$ cat config.mk
export PLATFORM = sky130hd
export DESIGN_NAME = optf_train
export DESIGN_NICKNAME = d
export VERILOG_FILES = /design/src/core/optf_pkg.sv /design/src/core/optf_cnt_if.sv /design/src/core/optf_pttn_cnt.sv /design/src/core/optf_train.sv
export SDC_FILE = /design/constraint.sdc
export NUM_CORES = 1
export LEC_CHECK = 0
export BUFFER_PORTS_ARGS = -buffer_cell sky130_fd_sc_hd__buf_2
export CORE_ASPECT_RATIO = 0.5
export CORE_UTILIZATION = 50
export CTS_BUF_LIST = sky130_fd_sc_hd__clkbuf_8
export DETAILED_ROUTE_END_ITERATION = 10
export GPL_TIMING_DRIVEN = 1
export PLACE_DENSITY = 0.7
export SETUP_SLACK_MARGIN = 0.5
export SLEW_MARGIN = 30
export SYNTH_ARGS = -nofsm -noshare
export SYNTH_HDL_FRONTEND = slang
export SYNTH_SLANG_ARGS = --single-unit
$ cat constraint.sdc
create_clock -name clk -period 2.3 [get_ports clk]
set_input_delay 0.115 -clock clk [delete_from_list [all_inputs] [get_ports clk]]
set_output_delay 0.115 -clock clk [all_outputs]
set_load 0.01 [all_outputs]
$ cat src/core/optf_pkg.sv
// shared constants and types for the output port link training machine
package optf_pkg;

   // ----------------------------------------------------------------
   // pattern burst
   // ----------------------------------------------------------------
   localparam int PTTN_BURST = 256;
   localparam int CNT_W = 8;
   localparam logic [CNT_W-1:0] CNT_RESET = 8'h00;
   localparam logic [CNT_W-1:0] CNT_ONE = 8'h01;
   localparam logic [CNT_W-1:0] CNT_LAST = 8'(PTTN_BURST - 1);

   // ----------------------------------------------------------------
   // symbol kinds offered to the transmitter
   // ----------------------------------------------------------------
   typedef enum logic [1:0] {
      SYM_NONE    = 2'h0,
      SYM_TRN_REQ = 2'h1,
      SYM_PTTN    = 2'h2,
      SYM_IDLE    = 2'h3
   } optf_sym_t;

   // ----------------------------------------------------------------
   // training states, one-hot
   // ----------------------------------------------------------------
   typedef enum logic [7:0] {
      ST_RESET     = 8'h01,
      ST_TRN_REQ   = 8'h02,
      ST_PTTN      = 8'h04,
      ST_IDLE      = 8'h08,
      ST_OK        = 8'h10,
      ST_LIVE_PTTN = 8'h20,
      ST_LIVE_IDLE = 8'h40,
      ST_LIVE_REQ  = 8'h80
   } optf_state_t;

   localparam optf_state_t ST_AFTER_RESET = ST_RESET;

endpackage

$ cat src/core/optf_cnt_if.sv
// carrier between the training machine and its pattern counter
`timescale 1ns/1ps
interface optf_cnt_if;
   logic clear;
   logic step;
   logic last;
   modport ctl (output clear, output step, input last);
   modport cnt (input clear, input step, output last);
endinterface

$ cat src/core/optf_pttn_cnt.sv
// pattern iteration counter for the training bursts
`timescale 1ns/1ps
module optf_pttn_cnt
   import optf_pkg::*;
(
   input wire logic clk,
   input wire logic rst_n,
   optf_cnt_if.cnt cif
);

   typedef struct packed {
      logic [CNT_W-1:0] count;
   } optf_cnt_regs_t;

   optf_cnt_regs_t r;
   optf_cnt_regs_t next_r;

   // ----------------------------------------------------------------
   // counting
   // ----------------------------------------------------------------
   always_comb begin
      next_r = r;
      if (cif.clear) begin
         next_r.count = CNT_RESET;
      end else if (cif.step) begin
         next_r.count = r.count + CNT_ONE;
      end
   end

   always_ff @(posedge clk) begin
      if (!rst_n) begin
         r.count <= CNT_RESET;
      end else begin
         r <= next_r;
      end
   end

   // last pattern of the burst is the one in flight while count is at its top
   assign cif.last = (r.count == CNT_LAST);
endmodule // optf_pttn_cnt

$ cat src/core/optf_train.sv
// output port link training state machine
`timescale 1ns/1ps
module optf_train
   import optf_pkg::*;
(
   input wire logic clk,
   input wire logic rst_n,
   input wire logic start_trn,
   input wire logic in_ok,
   input wire logic in_wait_pttn,
   input wire logic idle_req,
   input wire logic restart_req,
   input wire logic recal_req,
   input wire logic rx_trn_req_pkt,
   input wire logic rx_trn_req_pttn,
   input wire logic pkt_active,
   input wire logic sym_taken,
   output logic [1:0] tx_sym,
   output logic tx_sym_valid,
   output logic pkt_enable,
   output logic err_report_en,
   output logic [7:0] train_state
);

   // ----------------------------------------------------------------
   // state
   // ----------------------------------------------------------------
   typedef struct packed {
      optf_state_t st;
      optf_sym_t sym;
      logic sym_valid;
      logic pkt_en;
      logic err_en;
   } optf_regs_t;

   optf_regs_t r;
   optf_regs_t next_r;
   logic sent;
   logic in_burst;
   logic live;

   optf_cnt_if cif ();

   optf_pttn_cnt u_cnt (
      .clk   (clk),
      .rst_n (rst_n),
      .cif   (cif)
   );

   // a symbol counts as sent only when the transmitter takes what we offer
   assign sent = r.sym_valid & sym_taken;
   assign in_burst = (r.st == ST_PTTN) || (r.st == ST_LIVE_PTTN);
   assign live = (r.st == ST_LIVE_PTTN) || (r.st == ST_LIVE_IDLE) || (r.st == ST_LIVE_REQ);

   // ----------------------------------------------------------------
   // counter control
   // ----------------------------------------------------------------
   assign cif.step = sent & in_burst;
   assign cif.clear = ((next_r.st == ST_PTTN) && (r.st != ST_PTTN)) ||
                      ((next_r.st == ST_LIVE_PTTN) && (r.st != ST_LIVE_PTTN));

   // ----------------------------------------------------------------
   // next state
   // ----------------------------------------------------------------
   always_comb begin
      next_r = r;
      case (r.st)
         ST_RESET: begin
            if (start_trn) begin
               next_r.st = ST_TRN_REQ;
            end
         end
         ST_TRN_REQ: begin
            if (sent) begin
               next_r.st = ST_PTTN;
            end
         end
         ST_PTTN: begin
            if (sent && cif.last) begin
               // idle_req comes from the input side once it is calibrated
               next_r.st = idle_req ? ST_IDLE : ST_TRN_REQ;
            end
         end
         ST_IDLE: begin
            if (sent) begin
               if (in_ok) begin
                  next_r.st = ST_OK;
               end else if (in_wait_pttn) begin
                  next_r.st = ST_TRN_REQ;
               end else begin
                  next_r.st = ST_PTTN;
               end
            end
         end
         ST_OK: begin
            // lost sampling outranks any maintenance request
            if (restart_req) begin
               next_r.st = ST_TRN_REQ;
            end else if (rx_trn_req_pttn) begin
               next_r.st = ST_PTTN;
            end else if (rx_trn_req_pkt) begin
               next_r.st = ST_LIVE_PTTN;
            end else if (recal_req) begin
               next_r.st = ST_LIVE_REQ;
            end
         end
         ST_LIVE_PTTN: begin
            if (restart_req) begin
               next_r.st = ST_TRN_REQ;
            end else if (sent && cif.last) begin
               next_r.st = ST_LIVE_IDLE;
            end
         end
         ST_LIVE_IDLE: begin
            if (restart_req) begin
               next_r.st = ST_TRN_REQ;
            end else if (sent) begin
               next_r.st = ST_OK;
            end
         end
         ST_LIVE_REQ: begin
            if (restart_req) begin
               next_r.st = ST_TRN_REQ;
            end else if (sent && !pkt_active) begin
               next_r.st = ST_OK;
            end
         end
         default: begin
            next_r.st = ST_RESET;
         end
      endcase

      // outputs follow the next state so that they leave flip-flops
      case (next_r.st)
         ST_TRN_REQ, ST_LIVE_REQ: begin
            next_r.sym = SYM_TRN_REQ;
         end
         ST_PTTN, ST_LIVE_PTTN: begin
            next_r.sym = SYM_PTTN;
         end
         ST_IDLE, ST_LIVE_IDLE: begin
            next_r.sym = SYM_IDLE;
         end
         default: begin
            next_r.sym = SYM_NONE;
         end
      endcase
      // a request symbol cannot sit inside a packet, so hold it back
      if (next_r.st == ST_LIVE_REQ) begin
         next_r.sym_valid = !pkt_active;
      end else begin
         next_r.sym_valid = (next_r.sym != SYM_NONE);
      end
      next_r.err_en = (next_r.st == ST_OK) || (next_r.st == ST_LIVE_PTTN) ||
                      (next_r.st == ST_LIVE_IDLE) || (next_r.st == ST_LIVE_REQ);
      next_r.pkt_en = in_ok && next_r.err_en;
   end

   always_ff @(posedge clk) begin
      if (!rst_n) begin
         r.st <= ST_AFTER_RESET;
         r.sym <= SYM_NONE;
         r.sym_valid <= 1'b0;
         r.pkt_en <= 1'b0;
         r.err_en <= 1'b0;
      end else begin
         r <= next_r;
      end
   end

   assign tx_sym = r.sym;
   assign tx_sym_valid = r.sym_valid;
   assign pkt_enable = r.pkt_en;
   assign err_report_en = r.err_en;
   assign train_state = r.st;
endmodule // optf_train

==> results of run 1 <==
area by class of cell:
| class | count | area (um^2) |
|---|---|---|
| Fill cell | 197 | 758.2 |
| Timing Repair Buffer | 43 | 277.8 |
| Inverter | 5 | 18.77 |
| Multi-Input combinational cell | 136 | 1008 |
| Clock inverter | 1 | 7.507 |
| Clock buffer | 3 | 41.29 |
| Sequential cell | 21 | 444.2 |
| Tap cell | 37 | 46.29 |
synthesized netlist by cell type (all sizes together), types with 2 or more instances:
master  instances  area [um^2]
a31oi           4        25.02
or2b            3        26.28
nor2           16        60.06
o31ai           2        15.01
dfxtp          21        420.4
buf             5        40.04
and3            3        18.77
a21o            2        15.01
clkbuf          5        48.80
nor4            7        43.79
o21ai           9        45.04
inv             5        18.77
and2            4        26.28
a21oi           9        45.04
and4            3        26.28
xor2            9        78.83
or3             3        23.77
nand2b          4        25.02
nor2b           2        12.51
nand3           9        45.04
nand2          16        60.06
nor3            6        35.03
a221oi          2        23.77
nand4           4        25.02
repair_timing:
action	in CTS	in global routing
resized for setup	27	22
pin swaps	11	12
buffers inserted	7	8
setup endpoints to repair	16	20
hold endpoints to repair	0	0
through the flow:
stage,instances,worst slack [ns],util
final,246,0.1335,0.7087
after global routing,246,0.07594,0.7087
after CTS,238,0.1836,0.6543
after detailed placement,227,0.07337,0.5760
after global placement,227,0.1254,0.5760
after floorplan,172,0.2195,-
report_power, final:
part	internal, mW	switching, mW	total [mW]
clock network	0.123	0.136	0.259
registers	0.371	0.00629	0.378
logic	0.0947	0.105	0.200
total	0.589	0.248	0.836
state kept, by name, indices dropped and copies added (netlist names):
signal / flops
tx_sym_valid: 1
u_cnt.r: 8
train_state: 8
pkt_enable: 1
tx_sym: 2
err_report_en: 1
logic make-up (layout without fill, tap and decap cells):
| kind of cell | Yosys count | count (layout) | synth area share |
|---|---|---|---|
| adders and majority gates | 1 | 1 | 0.009081 |
| and+or+nand+nor | 87 | 87 | 0.3551 |
| buffers and inverters | 15 | 52 | 0.07812 |
| xor gates and xnor gates | 10 | 10 | 0.06358 |
| muxes | 1 | 1 | 0.007266 |
| DFF | 21 | 21 | 0.3052 |
| AOI/OAI and AO/OA | 37 | 37 | 0.1816 |
layout by cell type (no fill, tap or decap), drive strengths merged, types with 3 or more instances in the layout:
cell / synthesis / layout
clkbuf: 5 / 3
nand2: 16 / 16
and4: 3 / 3
a31oi: 4 / 4
and3: 3 / 3
or2b: 3 / 3
a21oi: 9 / 9
inv: 5 / 5
nor4: 7 / 7
and2: 4 / 4
nand4: 4 / 4
nand3: 9 / 9
nor2: 16 / 16
nand2b: 4 / 4
or3: 3 / 3
buf: 5 / 43
dfxtp: 21 / 21
o21ai: 9 / 9
nor3: 6 / 6
xor2: 9 / 9
critical path, delay by kind of cell (launching register included):
family	cells	cell delay, ns
AND/OR/NAND/NOR	3	1.09
AO/OA/AOI/OAI	4	0.64
flip-flops	1	0.36
per-layer routing:
layer	GRT usage	part of all wire	up-vias
met5	0	0	-
met4	0.1250	0.014	0
met3	0.06824	0.075	9
met2	0.4077	0.45	61
met1	0.3255	0.46	721
li1	-	-	694
worst paths after layout:
| check | startpoint | end | slack [ns] | cells past startpoint |
|---|---|---|---|---|
| hold reg to reg | u_cnt.r[7] | u_cnt.r[7] | 0.52 | 2 |
| hold / removal | pkt_active | tx_sym_valid | 0.08 | 2 |
| setup reg to reg | train_state[0] | tx_sym_valid | 0.13 | 7 |
| setup / recovery | train_state[0] | tx_sym_valid | 0.13 | 7 |
==> reports/summary.txt, run 1 <==
status = complete, no violations
Slew HR = 0.6192
pin count of the biggest net entering global routing = 16
RSZ-0062 raised after global routing = true
Max clock buf depth = 2
highest clock rate = 461.6 MHz
Crit-path slowest cell = or4_4
routability cong. = 0.8556
Setup CP Type = flip-flop to flip-flop
IO Count = 25
Placed Area = 1499 um^2
hpwl dp = 2427 um
# rows = 13
total CTS buffers = 3
Die ar. = 2982 um^2
Detailed Route Iter0 Violations = 191
crit-path cells = or4_4 -> or3_4 -> a211oi_2 -> a21o_1 -> a22oi_2 -> nor4bb_4 -> a221oi_2
Post-synth EDFFs = 0
Syn Std Cell Area = 1378 um^2
post-synth cell types = 51
Max Transition Viols Final = 0
Hold Vio Cnt, Final = 0
crit start category = flip-flop
layout cell share with drive strength beyond 1 = 0.4258
Avg WL per Cell = 15.85 um
total power draw = 0.8365 mW
layout net count = 223
DR vias/cell = 6.037
CP arrival = 2.36 ns
Core ar. = 2603 um^2
data required time of the critical path = 2.49 ns
final WL = 3899 um
residual overflow from global routing = 0
DR DRC count = 0
Setup Skew = 0.002352 ns
initial core utilization = 0.5293
CTS tree = done
FFs w/ async S/R, synth = 0
clk slew on worst S/H paths = 0.08 ns
number of global-route vias before repair = 1221
number of synthesized register bits = 21
# setup viols final = 0
GRT Util Overall = 0.2546
PwrDens = 453.6 nW/um^2
Mapped Cells = 172
setup TNS = 0 ns
post-route clock period utilization = 0.9420
P&R area growth vs syn = 33.88%
Final ANT Viol Nets = 0
leak pwr = 0.7485 nW
Root Buffer Master = clkbuf_8
hold_ws = 0.08070 ns
Most used DFF post-synth = dfxtp_1
Buffers on Ports = 24
CP Capture Type = flip-flop
Max H-tree Level = 1
Vias = 1485
TritonCTS Sinks = 21
Max Cap Violations = 0
YS warnings = 0
Seq/Total Area, Yosys = 0.3052
Design Area, Final = 1844 um^2
first-pass GRT wire length = 5623 um
Post-Synthesis Net Count = 185
cts hold-fix bufs = 0
first-pass iteration count of the detailed router = 4
latest clock arrival within the worst-skew pair = 0.27 ns
maximum vdd drop = 0.4152 mV
crit-path max FO = 3
Die Width = 76.23 um
Syn Area/Cell = 8.009 um^2
HP Class = input port to flip-flop
Die Span Y = 39.12 um
Final min period = 2.167 ns
Worst path max stage delay = 0.53 ns
Worst Tran Pin Value = 0.5659 ns
# diodes = 0
initial antenna violation count = 0
No activity file was read; power rests on OpenSTA's default activity.
==> inputs of run 2 (changes only) <==
Settings changed: REMOVE_ABC_BUFFERS from default to 1.
==> run 2 against run 1 <==
Effect of this change:
- count of clock-buffer cells in the layout is the same
- critical path depth did not move
- fmax increased by 1.5%
- non-clock buffer count down 2
- routed wire length down 1.6%
- total power down 5.8%
==> reports/summary.txt, run 2 (synthesis results as in run 1) <==
status = complete, no violations (unchanged)
Max Transition Viols Final = 0 (unchanged)
RSZ-0062 raised after global routing = true (unchanged)
layout cell share with drive strength beyond 1 = 0.4058 (was 0.4258)
# setup viols final = 0 (unchanged)
P&R area growth vs syn = 29.43% (was 33.88%)
Setup Skew = 0.003852 ns (was 0.002352 ns)
Die Width = 76.23 um (unchanged)
first-pass GRT wire length = 5471 um (was 5623 um)
cts hold-fix bufs = 0 (unchanged)
worst reg2reg setup slack = 0.17 ns (was 0.13 ns)
RR Startpoint = train_state[3] (was train_state[0])
setup TNS = 0 ns (unchanged)
CTS tree = done (unchanged)
residual overflow from global routing = 0 (unchanged)
Max Cap Violations = 0 (unchanged)
total CTS buffers = 3 (unchanged)
Worst Tran Pin Value = 0.6660 ns (was 0.5659 ns)
Hold Vio Cnt, Final = 0 (unchanged)
final WL = 3835 um (was 3899 um)
Flop pwr share = 0.481 (was 0.451)
first-pass iteration count of the detailed router = 4 (unchanged)
crit-path max FO = 5 (was 3)
Slew HR = 0.5519 (was 0.6192)
Max clock buf depth = 2 (unchanged)
Core ar. = 2603 um^2 (unchanged)
reg2reg end = tx_sym_valid (unchanged)
data required time of the critical path = 2.48 ns (was 2.49 ns)
Avg WL per Cell = 15.72 um (was 15.85 um)
combinational power share = 0.222 (was 0.239)
filler cell count = 217 (was 197)
pin count of the biggest net entering global routing = 14 (was 16)
HP Class = input port to flip-flop (unchanged)
Design Area, Final = 1783 um^2 (was 1844 um^2)
Bufs and invs on worst path = 0 (unchanged)
crit path to = tx_sym_valid (unchanged)
DR DRC count = 0 (unchanged)
P_sw = 0.2189 mW (was 0.2477 mW)
initial antenna violation count = 0 (unchanged)
crit start category = flip-flop (unchanged)
commonest non-fill, non-tap cell in the layout = buf_2 (unchanged)
Crit-path slowest cell = or4b_2 (was or4_4)
IO Count = 25 (unchanged)
initial core utilization = 0.5293 (unchanged)
maximum vdd drop = 0.3533 mV (was 0.4152 mV)
Detailed Route Iter0 Violations = 67 (was 191)
highest clock rate = 468.6 MHz (was 461.6 MHz)
# rows = 13 (unchanged)
DR vias/cell = 5.955 (was 6.037)
number of global-route vias before repair = 1194 (was 1221)
Die Span Y = 39.12 um (unchanged)
TritonCTS Sinks = 21 (unchanged)
crit-path cells = or4b_2 -> o21ai_0 -> a32oi_2 -> nand2_1 -> a221oi_2 -> and3_1 -> a221oi_2 (was or4_4 -> or3_4 -> a211oi_2 -> a21o_1 -> a22oi_2 -> nor4bb_4 -> a221oi_2)
Setup CP Type = flip-flop to flip-flop (unchanged)
clock power share = 0.296 (was 0.310)
Buffers on Ports = 24 (unchanged)
hpwl dp = 2463 um (was 2427 um)
Max H-tree Level = 1 (unchanged)
routability cong. = 0.8606 (was 0.8556)
layout net count = 221 (was 223)
Top cell by count, worst path = a221oi_2
Reg2Reg Depth = 7 (unchanged)
Worst path max stage delay = 0.63 ns (was 0.53 ns)
crit path from = train_state[3] (was train_state[0])
commonest non-fill, non-tap cells in the layout = 25 x buf_2, 15 x nand2_1, 15 x buf_4, 14 x nor2_1, 13 x dfxtp_1 (was 24 x buf_2, 16 x nor2_1, 16 x buf_4, 14 x nand2_1, 12 x dfxtp_1)
Die ar. = 2982 um^2 (unchanged)
clk slew on worst S/H paths = 0.08 ns (about the same)
Placed Area = 1500 um^2 (was 1499 um^2)
GRT Util Overall = 0.2450 (was 0.2546)
Final ANT Viol Nets = 0 (unchanged)
CP Capture Type = flip-flop (unchanged)
latest clock arrival within the worst-skew pair = 0.26 ns (was 0.27 ns)
leak pwr = 0.7351 nW (was 0.7485 nW)
PwrDens = 442.1 nW/um^2 (was 453.6 nW/um^2)
post-route clock period utilization = 0.9278 (was 0.9420)
crit-path leading delay family = simple AND/OR/NAND/NOR gates (unchanged)
Final min period = 2.134 ns (was 2.167 ns)
Net Sw Frac = 0.2777 (was 0.2962)
# diodes = 0 (unchanged)
Pint = 0.5693 mW (was 0.5888 mW)
Root Buffer Master = clkbuf_8 (unchanged)
Levels on crit path = 7 (unchanged)
CP arrival = 2.31 ns (was 2.36 ns)
Vias = 1453 (was 1485)
==> run 2: worst min-delay path by stage <==
stage,startpoint,end,slack [ns],cells past startpoint
3_5_place_dp,pkt_active,tx_sym_valid,0.35,2
3_3_place_gp,pkt_active,tx_sym_valid,0.36,2
5_1_grt,pkt_active,tx_sym_valid,0.1,2
6_report,pkt_active,tx_sym_valid,0.09,2
4_1_cts,pkt_active,tx_sym_valid,0.08,2
2_1_floorplan,pkt_active,tx_sym_valid,0.20,1
==> run 2: metal layers <==
metal  vias to the layer above  routed length (um)  track usage
met5                         -                   0            0
met4                         0                  21      0.08654
met3                         4                 242      0.04706
met2                        59                1818       0.4347
met1                       693                1752       0.3078
li1                        697                   -            -
==> run 2: power groups by stage <==
stage                     Clock [mW]  Combinational (mW)  Sequential, mW
after detailed placement           0               0.131           0.389
after CTS                      0.235               0.148           0.378
after global placement             0               0.131           0.388
after floorplan                    0              0.0675           0.401
final                          0.234               0.175           0.379
after global routing           0.249               0.188           0.381
==> run 2: worst register-to-register path, cell delays in order (launching register included) <==
cell and delay [ns]:
dfxtp_1 0.47, or4b_2 0.63, o21ai_0 0.15, a32oi_2 0.14
nand2_1 0.18, a221oi_2 0.05, and3_1 0.22, a221oi_2 0.22
==> run 2: area by class of cell <==
class	count	area, um^2	area share
timing repair buffer	41	249.0	0.1396
multi-input combinational	136	988.4	0.5544
inverter	5	18.77	0.01053
clock inverter	1	3.754	0.002105
clock buffer	3	41.29	0.02316
sequential	21	435.4	0.2442
tap	37	46.29	0.02596
==> run 2: timing repair <==
item                                    CTS  global route
resized for setup                        14            27
buffers inserted                          5             6
endpoints found under the setup margin   17            17
pin swaps                                 4             9
endpoints found under the hold margin     0             0
==> run 2: metrics by stage <==
stage,instances,hold slack (ns),util,total power [mW],worst slack [ns]
final,244,0.09403,0.6851,0.7882,0.1661
after CTS,238,0.08058,0.6293,0.7616,0.2036
after global routing,244,0.09737,0.6851,0.8181,0.09206
after floorplan,162,0.2044,-,0.4689,0.2092
after detailed placement,229,0.3548,0.5764,0.5198,0.1364
after global placement,229,0.3570,0.5764,0.5190,0.1591
==> inputs of run 3 (changes only) <==
Settings changed: PLACE_DENSITY 0.7 to 0.73.
Clock period 2.3 ns to 2.62 ns, I/O delays scaled along.
==> run 3 against run 2 <==
Effect of this change:
- fmax shrank 0.72%
- die area is the same
- via count shrank 3.5%
- first-iteration DRC count grew to 2.5 times the previous value
- worst setup slack gained 0.30 ns
- combinational power shrank 22%
- sequential share of layout area grew 2.7 points
- critical path depth is the same
- non-clock buffer count shrank 11
- routed wire length shrank 10%
- utilization shrank 5.6 points
- critical endpoint is now pkt_enable
- largest cell class unchanged
==> reports/summary.txt, run 3 (synthesis results as in run 1) <==
status = complete, no violations (unchanged)
Final ANT Viol Nets = 0 (unchanged)
# diodes = 0 (unchanged)
CP Capture Type = flip-flop (unchanged)
Crit-path slowest cell = or4_4 (was or4b_2)
Reg2Reg Depth = 7 (unchanged)
Max Transition Viols Final = 0 (unchanged)
clk slew on worst S/H paths = 0.08 ns (about the same)
Vias = 1402 (was 1453)
worst reg2reg setup slack = 0.47 ns (was 0.17 ns)
# rows = 13 (unchanged)
Die ar. = 2982 um^2 (unchanged)
Worst Hold Depth = 2 (unchanged)
total CTS buffers = 3 (unchanged)
highest clock rate = 465.3 MHz (was 468.6 MHz)
DR DRC count = 0 (unchanged)
CTS tree = done (unchanged)
Detailed Route Iter0 Violations = 170 (was 67)
end of the worst hold path = tx_sym_valid (unchanged)
leak pwr = 0.6601 nW (was 0.7351 nW)
Root Buffer Master = clkbuf_8 (unchanged)
latest clock arrival within the worst-skew pair = 0.26 ns (about the same)
routability cong. = 0.8631 (was 0.8606)
# setup viols final = 0 (unchanged)
Design Area, Final = 1638 um^2 (was 1783 um^2)
Setup Skew = 0.003598 ns (was 0.003852 ns)
Buffers on Ports = 24 (unchanged)
Core ar. = 2603 um^2 (unchanged)
Max H-tree Level = 1 (unchanged)
data required time of the critical path = 2.78 ns (was 2.48 ns)
fin cells = 233 (was 244)
Max clock buf depth = 2 (unchanged)
post-route clock period utilization = 0.8204 (was 0.9278)
DR vias/cell = 6.017 (was 5.955)
hpwl dp = 2297 um (was 2463 um)
RR Startpoint = train_state[1] (was train_state[3])
pin count of the biggest net entering global routing = 16 (was 14)
worst slack at placement = 0.4048 ns (was 0.1364 ns)
IO Count = 25 (unchanged)
Worst Tran Pin Value = 0.4711 ns (was 0.6660 ns)
first-pass iteration count of the detailed router = 5 (was 4)
number of global-route vias before repair = 1184 (was 1194)
Slew HR = 0.6830 (was 0.5519)
setup TNS = 0 ns (unchanged)
Setup CP Type = flip-flop to flip-flop (unchanged)
Final min period = 2.149 ns (was 2.134 ns)
maximum vdd drop = 0.3858 mV (was 0.3533 mV)
final WL = 3438 um (was 3835 um)
post-route setup slack = 0.4706 ns (was 0.1661 ns)
RSZ-0062 raised after global routing = true (unchanged)
Max Cap Violations = 0 (unchanged)
Placed Area = 1455 um^2 (was 1500 um^2)
filler cell count = 228 (was 217)
Post-Place Cells = 223 (was 229)
commonest non-fill, non-tap cell in the layout = buf_2 (unchanged)
P&R area growth vs syn = 18.89% (was 29.43%)
crit-path max FO = 3 (was 5)
Worst path max stage delay = 0.53 ns (was 0.63 ns)
hold_sp = pkt_active (unchanged)
crit start category = flip-flop (unchanged)
CP arrival = 2.31 ns (about the same)
residual overflow from global routing = 0 (unchanged)
Die Width = 76.23 um (unchanged)
initial antenna violation count = 0 (unchanged)
layout cell share with drive strength beyond 1 = 0.3316 (was 0.4058)
hold_ws = 0.08955 ns (was 0.09403 ns)
reg2reg end = pkt_enable (was tx_sym_valid)
first-pass GRT wire length = 5402 um (was 5471 um)
initial core utilization = 0.5293 (unchanged)
Avg WL per Cell = 14.76 um (was 15.72 um)
total power draw = 0.6858 mW (was 0.7882 mW)
GRT Util Overall = 0.2355 (was 0.2450)
TritonCTS Sinks = 21 (unchanged)
HP Class = input port to flip-flop (unchanged)
layout net count = 210 (was 221)
crit-path cells = or4_4 -> or3_4 -> nor3_1 -> nor3_2 -> nand3_1 -> nor4_1 -> and2_1 (was or4b_2 -> o21ai_0 -> a32oi_2 -> nand2_1 -> a221oi_2 -> and3_1 -> a221oi_2)
final core occ = 0.6293 (was 0.6851)
PwrDens = 418.8 nW/um^2 (was 442.1 nW/um^2)
Die Span Y = 39.12 um (unchanged)
commonest non-fill, non-tap cells in the layout = 24 x buf_2, 16 x nor2_1, 14 x nand2_1, 12 x dfxtp_1 (was 25 x buf_2, 15 x nand2_1, 15 x buf_4, 14 x nor2_1, 13 x dfxtp_1)
Hold Vio Cnt, Final = 0 (unchanged)
-- run 3: changes by cell type in the layout (fill, tap and decap cells not counted), sizes merged --
cell	change
buf	-11
inv	-1
clkinvlp	+1
-- run 3: metal layers --
| layer | global-route usage | vias up | part of all wire |
|---|---|---|---|
| met3 | 0.06353 | 9 | 0.075 |
| met2 | 0.3896 | 66 | 0.45 |
| li1 | - | 669 | - |
| met4 | 0.07692 | 0 | 0.011 |
| met1 | 0.3039 | 658 | 0.47 |
| met5 | 0 | - | 0 |
-- run 3: timing repair --
action,in CTS,in global routing
cloned,0,0
setup buffers,5,1
endpoints found under the setup margin,3,8
pin swaps,2,3
resized for setup,12,17
hold buffers,0,0
-- run 3: final cells by class --
class / count / area [um^2] / area share
Sequential cell: 21 / 444.2 / 0.2712
Timing Repair Buffer: 30 / 165.2 / 0.1008
Multi-Input combinational cell: 136 / 914.6 / 0.5584
Clock buffer: 3 / 41.29 / 0.02521
Clock inverter: 1 / 7.507 / 0.004584
Tap cell: 37 / 46.29 / 0.02827
Inverter: 5 / 18.77 / 0.01146
-- run 3: where the power goes --
part / total [mW] / switching (mW) / internal, mW
Sequential: 0.331 / 0.00433 / 0.327
Combinational: 0.136 / 0.0788 / 0.0572
Clock: 0.219 / 0.111 / 0.107
-- run 3: worst max-delay path by stage --
stage,from,slack (ns),depth (start not counted),to
global placement,train_state[1],0.47,7,tx_sym_valid
CTS,train_state[1],0.47,7,tx_sym_valid
detailed placement,train_state[1],0.40,7,tx_sym_valid
global route,train_state[1],0.41,7,tx_sym_valid
floorplan,train_state[1],0.53,7,tx_sym_valid
finish,train_state[1],0.47,7,pkt_enable
-- run 3: critical path: cells and delay by family (launching register included) --
kind / cells / cell delay (ns)
flops: 1 / 0.35
simple gates: 7 / 1.70
